[src/rx_status_consts.vh]
`ifndef RX_STATUS_CONSTS_VH
`define RX_STATUS_CONSTS_VH

// register addresses
`define ADDR_COMPRESSED_STREAM_DETECT 8'h12
`define ADDR_RECEIVER_CLOCK_RATE_STATUS 8'h13
`define ADDR_RECEIVER_ERROR_EVENT_STATUS 8'h14
`define ADDR_STATUS2_MASK 8'h16
`define ADDR_PREAMBLE_FIRST 8'h29
`define ADDR_PREAMBLE_LAST 8'h2C

// non-pcm detection fields
`define BIT_BURST_FORMAT 0
`define BIT_DISC_SURROUND 1

// status 2 fields
`define BIT_CHANSTAT_CRC 7
`define BIT_PARITY 6
`define BIT_VALIDITY 5
`define BIT_BIPHASE 4
`define BIT_SUBCODE_CHG 3
`define BIT_UNLOCK 2
`define BIT_SUBCODE_CRC 1
`define BIT_BUFFER_DONE 0

// rate field codes
`define RATE_UNKNOWN 2'h0
`define RATE_128FS 2'h1
`define RATE_256FS 2'h2
`define RATE_512FS 2'h3

// reset values
`define RESET_STATUS 8'h00
`define RESET_MASK 8'h00
`define RESET_UNLOCK 8'h04

// frame period thresholds in clock cycles between frame starts
`define FRAME_FAST_MAX 16'h0100
`define FRAME_MID_MAX 16'h0200
`define FRAME_SLOW_MAX 16'h0800

`endif

[src/rate_estimator.v]
`timescale 1ns/1ps
`include "rx_status_consts.vh"
// measures cycles between frame starts and maps them onto a rate code
module rate_estimator #(
   parameter CW = 16
) (
   input wire clk_i,
   input wire rst_i,
   input wire locked_i,
   input wire frame_start_i,
   output reg [1:0] rate_o
);
   reg [CW-1:0] count_q;
   reg [CW-1:0] count_d;
   reg [1:0] rate_d;

   always @* begin
      count_d = count_q;
      rate_d = rate_o;
      if (!locked_i) begin
         count_d = {CW{1'b0}};
         rate_d = `RATE_UNKNOWN;
      end else if (frame_start_i) begin
         count_d = {CW{1'b0}};
         // faster frames leave less headroom for oversampling
         if (count_q == {CW{1'b0}})
            rate_d = rate_o;
         else if (count_q <= `FRAME_FAST_MAX)
            rate_d = `RATE_128FS;
         else if (count_q <= `FRAME_MID_MAX)
            rate_d = `RATE_256FS;
         else if (count_q <= `FRAME_SLOW_MAX)
            rate_d = `RATE_512FS;
         else
            rate_d = `RATE_UNKNOWN;
      end else if (count_q != {CW{1'b1}}) begin
         count_d = count_q + {{(CW-1){1'b0}}, 1'b1};
      end
   end

   always @(posedge clk_i or posedge rst_i) begin
      if (rst_i) begin
         count_q <= {CW{1'b0}};
         rate_o <= `RATE_UNKNOWN;
      end else begin
         count_q <= count_d;
         rate_o <= rate_d;
      end
   end
endmodule

[src/receiver_status_reporting.v]
// Behaviour
// - bit 0 of detection register shows compressed burst format.
// - with burst flag set, burst type and length readable at 0x29-0x2C.
// - bit 1 of detection register shows disc surround playback.
// - detection register at 0x12 is read-only; bits 7:2 read zero.
// - two-bit read-only field gives highest recovered clock rate.
// - estimate frame rate, derive max rate, drive recovered clock, load field.
// - rate codes: 00 unknown, 01 128fs, 10 256fs, 11 512fs.
// - status register 1 at 0x13 read-only; rate in bits 1:0.
// - status register 2 at 0x14 read-only with eight error and event flags.
// - status 2 flag interrupts only when unmasked in register 0x16.
// - unlock flag is 1 unless decoder and recovery pll both locked.
// - subcode change flag set when subcode data changes.
// - biphase, parity and channel status crc flags follow detected errors.
`timescale 1ns/1ps
`include "rx_status_consts.vh"
module receiver_status_reporting #(
   parameter CW = 16
) (
   // clock and reset
   input wire CLK_I,
   input wire RST_I,
   // register access from the serial control port
   input wire [7:0] ADDR_I,
   input wire WR_I,
   input wire [7:0] WDATA_I,
   output reg [7:0] RDATA_O,
   // decoder events and levels
   input wire BURST_FORMAT_I,
   input wire DISC_SURROUND_DETECT_I,
   input wire [7:0] PREAMBLE_BYTE_I,
   input wire FRAME_START_I,
   input wire DECODER_LOCKED_I,
   input wire RECOVERY_PLL_LOCKED_I,
   input wire CHANSTAT_CRC_ERROR_I,
   input wire PARITY_ERROR_I,
   input wire VALIDITY_FLAG_I,
   input wire BIPHASE_ERROR_I,
   input wire SUBCODE_CHANGED_I,
   input wire SUBCODE_CRC_ERROR_I,
   input wire BUFFER_TRANSFER_DONE_I,
   // recovery pll rate request and interrupt
   output wire [1:0] MAX_RECOVERED_RATE_O,
   output wire INT_O
);
   reg [1:0] detect_q;
   reg [1:0] detect_d;
   reg [7:0] status2_q;
   reg [7:0] status2_d;
   reg [7:0] mask_q;
   reg [7:0] mask_d;
   reg [7:0] preamble_q [0:3];
   reg [7:0] rdata_d;
   reg [1:0] pre_idx;
   wire [1:0] rate;
   wire locked;
   integer i;

   assign locked = DECODER_LOCKED_I & RECOVERY_PLL_LOCKED_I;

   rate_estimator #(
      .CW(CW)
   ) u_rate (
      .clk_i(CLK_I),
      .rst_i(RST_I),
      .locked_i(locked),
      .frame_start_i(FRAME_START_I),
      .rate_o(rate)
   );

   assign MAX_RECOVERED_RATE_O = rate;

   always @* begin
      detect_d[`BIT_BURST_FORMAT] = BURST_FORMAT_I;
      detect_d[`BIT_DISC_SURROUND] = DISC_SURROUND_DETECT_I;
      status2_d[`BIT_CHANSTAT_CRC] = CHANSTAT_CRC_ERROR_I;
      status2_d[`BIT_PARITY] = PARITY_ERROR_I;
      status2_d[`BIT_VALIDITY] = VALIDITY_FLAG_I;
      status2_d[`BIT_BIPHASE] = BIPHASE_ERROR_I;
      status2_d[`BIT_SUBCODE_CHG] = SUBCODE_CHANGED_I;
      status2_d[`BIT_UNLOCK] = ~locked;
      status2_d[`BIT_SUBCODE_CRC] = SUBCODE_CRC_ERROR_I;
      status2_d[`BIT_BUFFER_DONE] = BUFFER_TRANSFER_DONE_I;
      mask_d = mask_q;
      if (WR_I && ADDR_I == `ADDR_STATUS2_MASK)
         mask_d = WDATA_I;
   end

   always @* begin
      pre_idx = ADDR_I[1:0] - 2'h1;
      case (ADDR_I)
         `ADDR_COMPRESSED_STREAM_DETECT: rdata_d = {6'h00, detect_q};
         `ADDR_RECEIVER_CLOCK_RATE_STATUS: rdata_d = {6'h00, rate};
         `ADDR_RECEIVER_ERROR_EVENT_STATUS: rdata_d = status2_q;
         `ADDR_STATUS2_MASK: rdata_d = mask_q;
         default: begin
            rdata_d = 8'h00;
            if (ADDR_I >= `ADDR_PREAMBLE_FIRST && ADDR_I <= `ADDR_PREAMBLE_LAST)
               rdata_d = preamble_q[pre_idx];
         end
      endcase
   end

   always @(posedge CLK_I or posedge RST_I) begin
      if (RST_I) begin
         detect_q <= 2'h0;
         status2_q <= `RESET_UNLOCK;
         mask_q <= `RESET_MASK;
         RDATA_O <= 8'h00;
         for (i = 0; i < 4; i = i + 1)
            preamble_q[i] <= 8'h00;
      end else begin
         // status registers ignore writes
         detect_q <= detect_d;
         status2_q <= status2_d;
         mask_q <= mask_d;
         RDATA_O <= rdata_d;
         // preamble bytes shift in on each frame start while a burst stream is seen
         if (BURST_FORMAT_I && FRAME_START_I) begin
            preamble_q[0] <= preamble_q[1];
            preamble_q[1] <= preamble_q[2];
            preamble_q[2] <= preamble_q[3];
            preamble_q[3] <= PREAMBLE_BYTE_I;
         end
      end
   end

   assign INT_O = |(status2_q & mask_q);
endmodule

[config.mk]
export PLATFORM = sky130hd
export DESIGN_NAME = receiver_status_reporting
export DESIGN_NICKNAME = d
export VERILOG_FILES = /design/src/rate_estimator.v /design/src/receiver_status_reporting.v
export VERILOG_INCLUDE_DIRS = /design/src
export SDC_FILE = /design/constraint.sdc
export NUM_CORES = 1
export LEC_CHECK = 0
export BUFFER_PORTS_ARGS = -buffer_cell sky130_fd_sc_hd__buf_2
export CAP_MARGIN = 40
export CORE_MARGIN = 4
export CORE_UTILIZATION = 57
export DETAILED_ROUTE_END_ITERATION = 10
export PLACE_DENSITY = 0.91
export SETUP_SLACK_MARGIN = 0.02
export SYNTH_ARGS = -nofsm -noshare
export SYNTH_HDL_FRONTEND = slang
export SYNTH_SLANG_ARGS = --single-unit
[constraint.sdc]
create_clock -name CLK_I -period 3 [get_ports CLK_I]
set_input_delay 0.75 -clock CLK_I [delete_from_list [all_inputs] [get_ports CLK_I]]
set_output_delay 0.75 -clock CLK_I [all_outputs]
set_load 0.01 [all_outputs]
==> flow_summary.ini <==
[yosys]
synth_nets = 327
postSynthAreaPerCell_um2 = 12.61
syn_inst = 281
yosysSeqAreaShare = 0.5369
synthDistinctLibCells = 49
synth_top_area_frac = 0.5295
syn_area_mm2 = 0.003545
synth-seq-cells = 76
synth-async-reset-ratio = 1.000
synth.most_common_cell = dfrtp_1
ys_warn_count = 0
synthTopCellsByArea = dfrtp_1, mux2_2, mux4_2
synth_edf_count = 0
synth_common_cells = dfrtp_1, mux2_2, nor2_1
synth_flop_cell = dfrtp_1
synth_top_area_cell = dfrtp_1

[pwr]
powerDensity_mw_per_mm2 = 612.5
intPower_mw = 1.907
p_switching_mw = 0.5913
sequentialPowerShare = 0.505
p_leak_nw = 1.880
power_mw = 2.498
irDropWorstVdd_mv = 0.3886
clockPowerShare = 0.371
combPwrFrac = 0.124
swShare = 0.2367

[timing]
finalSetupTns_ns = 0
rsz0062_at_grt = no
fmax_ghz = 0.4414
setup_viol = 0
fin_worst_skew_ns = 0.007327
whs_ns = 0.4798
finalHoldViolations = 0
relSlewSlack = 0.4264
min_period_ns = 2.265
max_slew.worst_pin.slew_ns = 0.8538
fin_crit_sh = 0.7551
report.final.slew_viol_count = 0

[clock_network]
clkSinkCount = 76
clk_latency_ns = 0.35
cts_tree = done
clockBufferDepth = 2
postCtsResizedCells = 0
cts_buffers = 9
cts.htree.levels = 3
ctsHoldBuffers = 0
post_cts_buffers = 0
clk_pin_slew_ns = 0.07
cts_root_buf = clkbuf_8

[worst_setup_path]
crit_path_end_kind = flip-flop
worstSetupPathType = in -> reg
r2r_cells = 5
required_ns = 3.28
r2r_end = u_rate.rate_o[0]
r2r-start = u_rate.count_q[2]
crit_path_max_fanout = 11
cp.arrival_ns = 2.54
ff2ff_setup_slack_ns = 0.98
start_kind = input port

[placement]
dp_hpwl_um = 5370
place_congestion = 0.8233
place_inst = 395
io_buffers = 49

[global_routing]
grt_pass1_wl_um = 12480
gr-total-overflow = 0
grt_max_degree = 48
grt_pass1_vias = 2544
grtUsageTotal = 0.2163
antenna_found_initial = 0

[drt]
post_drt_wl_per_cell_um = 18.43
dr.pass1.iters = 4
detail-route-antenna-nets = 0
drc = 0
vias = 2498
viasPerCell = 6.078
drtIter0Drc = 149
finalWirelength_um = 7573

[floorplan]
core_area_mm2 = 0.005991
initial_utilization = 0.5917
die_w_um = 86.86
ios = 50
fp.dieH_um = 86.86
design.die.area_mm2 = 0.007545
fp-row-count = 28

[cells_and_area]
fillers = 410
fin_util = 0.6809
finalNetCount = 377
stdcell_count = 411
areaGrowthSynthToFinish_pct = 15.07
antennaDiodeCount = 0
drive_above_1_share = 0.3869

[outcome]
status = finished, final reports clean

[worst_hold_path]
hold_class = in -> async

[flow_run]
maxCapViolCount = 0
-- through the flow --
stage | area, um2 | worst slack (ns)
floorplan | 3545 | 0.2896
global placement | 3839 | 0.4882
detailed placement | 3839 | 0.4138
CTS | 4079 | 0.7489
global route | 4079 | 0.5906
finish | 4079 | 0.7346
-- metal layers --
layer | track usage | routed length (um) | up-vias | part of all wire
met1 | 0.2697 | 2998 | 1247 | 0.40
met2 | 0.3513 | 3841 | 100 | 0.51
met4 | 0.1303 | 281 | 0 | 0.037
met3 | 0.03784 | 452 | 28 | 0.060
met5 | 0 | 0 | - | 0
li1 | - | - | 1123 | -
-- area by class of cell --
class                           instances  area (um2)  share of cell area
Inverter                                8       30.03            0.007362
Timing Repair Buffer                   51       272.8             0.06687
Clock buffer                           10       127.6             0.03129
Multi-Input combinational cell        185        1539              0.3773
Sequential cell                        76        1903              0.4666
Tap cell                               75       93.84             0.02301
Clock inverter                          6       112.6             0.02761
-- flip-flops by register name, indices dropped and copies added, names as in the netlist --
signal	flops
u_rate.count_q	16
status2_q	8
preamble_q	32
detect_q	2
u_rate.rate_o	2
mask_q	8
RDATA_O	8
-- power by group through the flow --
stage	registers [mW]	clock network (mW)	logic, mW
detailed placement	1.28	0	0.312
floorplan	1.24	0	0.232
global placement	1.26	0	0.293
global route	1.28	0.983	0.339
finish	1.26	0.927	0.310
CTS	1.26	0.932	0.314
-- cells by family after synthesis --
kind of cell,synth area share
flip-flops,0.5369
adder cells (fa/ha/maj),0.02471
AND/OR/NAND/NOR,0.1264
XOR/XNOR,0.02471
multiplexers,0.1843
AO/OA/AOI/OAI,0.07413
buffers and inverters,0.02894
-- how the worst max path moves through the flow --
| stage | startpoint | end | cells after the start |
|---|---|---|---|
| after floorplan | ADDR_I[0] | RDATA_O[1] | 6 |
| final | ADDR_I[0] | RDATA_O[7] | 7 |
| after CTS | ADDR_I[0] | RDATA_O[7] | 7 |
| after global routing | ADDR_I[0] | RDATA_O[4] | 7 |
| after global placement | ADDR_I[0] | RDATA_O[1] | 6 |
| after detailed placement | ADDR_I[0] | RDATA_O[1] | 5 |
-- critical path: stages --
cell,delay (ns)
buf_2,0.30
inv_1,0.14
ha_1,0.22
a22o_1,0.17
nor3_1,0.66
a22oi_1,0.17
nand2_1,0.12
-- placed cells by master, fill, tap and decap left out, types with 6 or more instances in the layout --
master	instances
a22oi_1	13
nor3_1	6
dfrtp_1	75
mux2_2	42
mux4_2	8
inv_1	7
buf_2	49
nand2_1	20
clkbuf_8	9
ha_1	7
nand3_1	7
nor2_1	22
No activity file was read; power rests on OpenSTA's default activity.
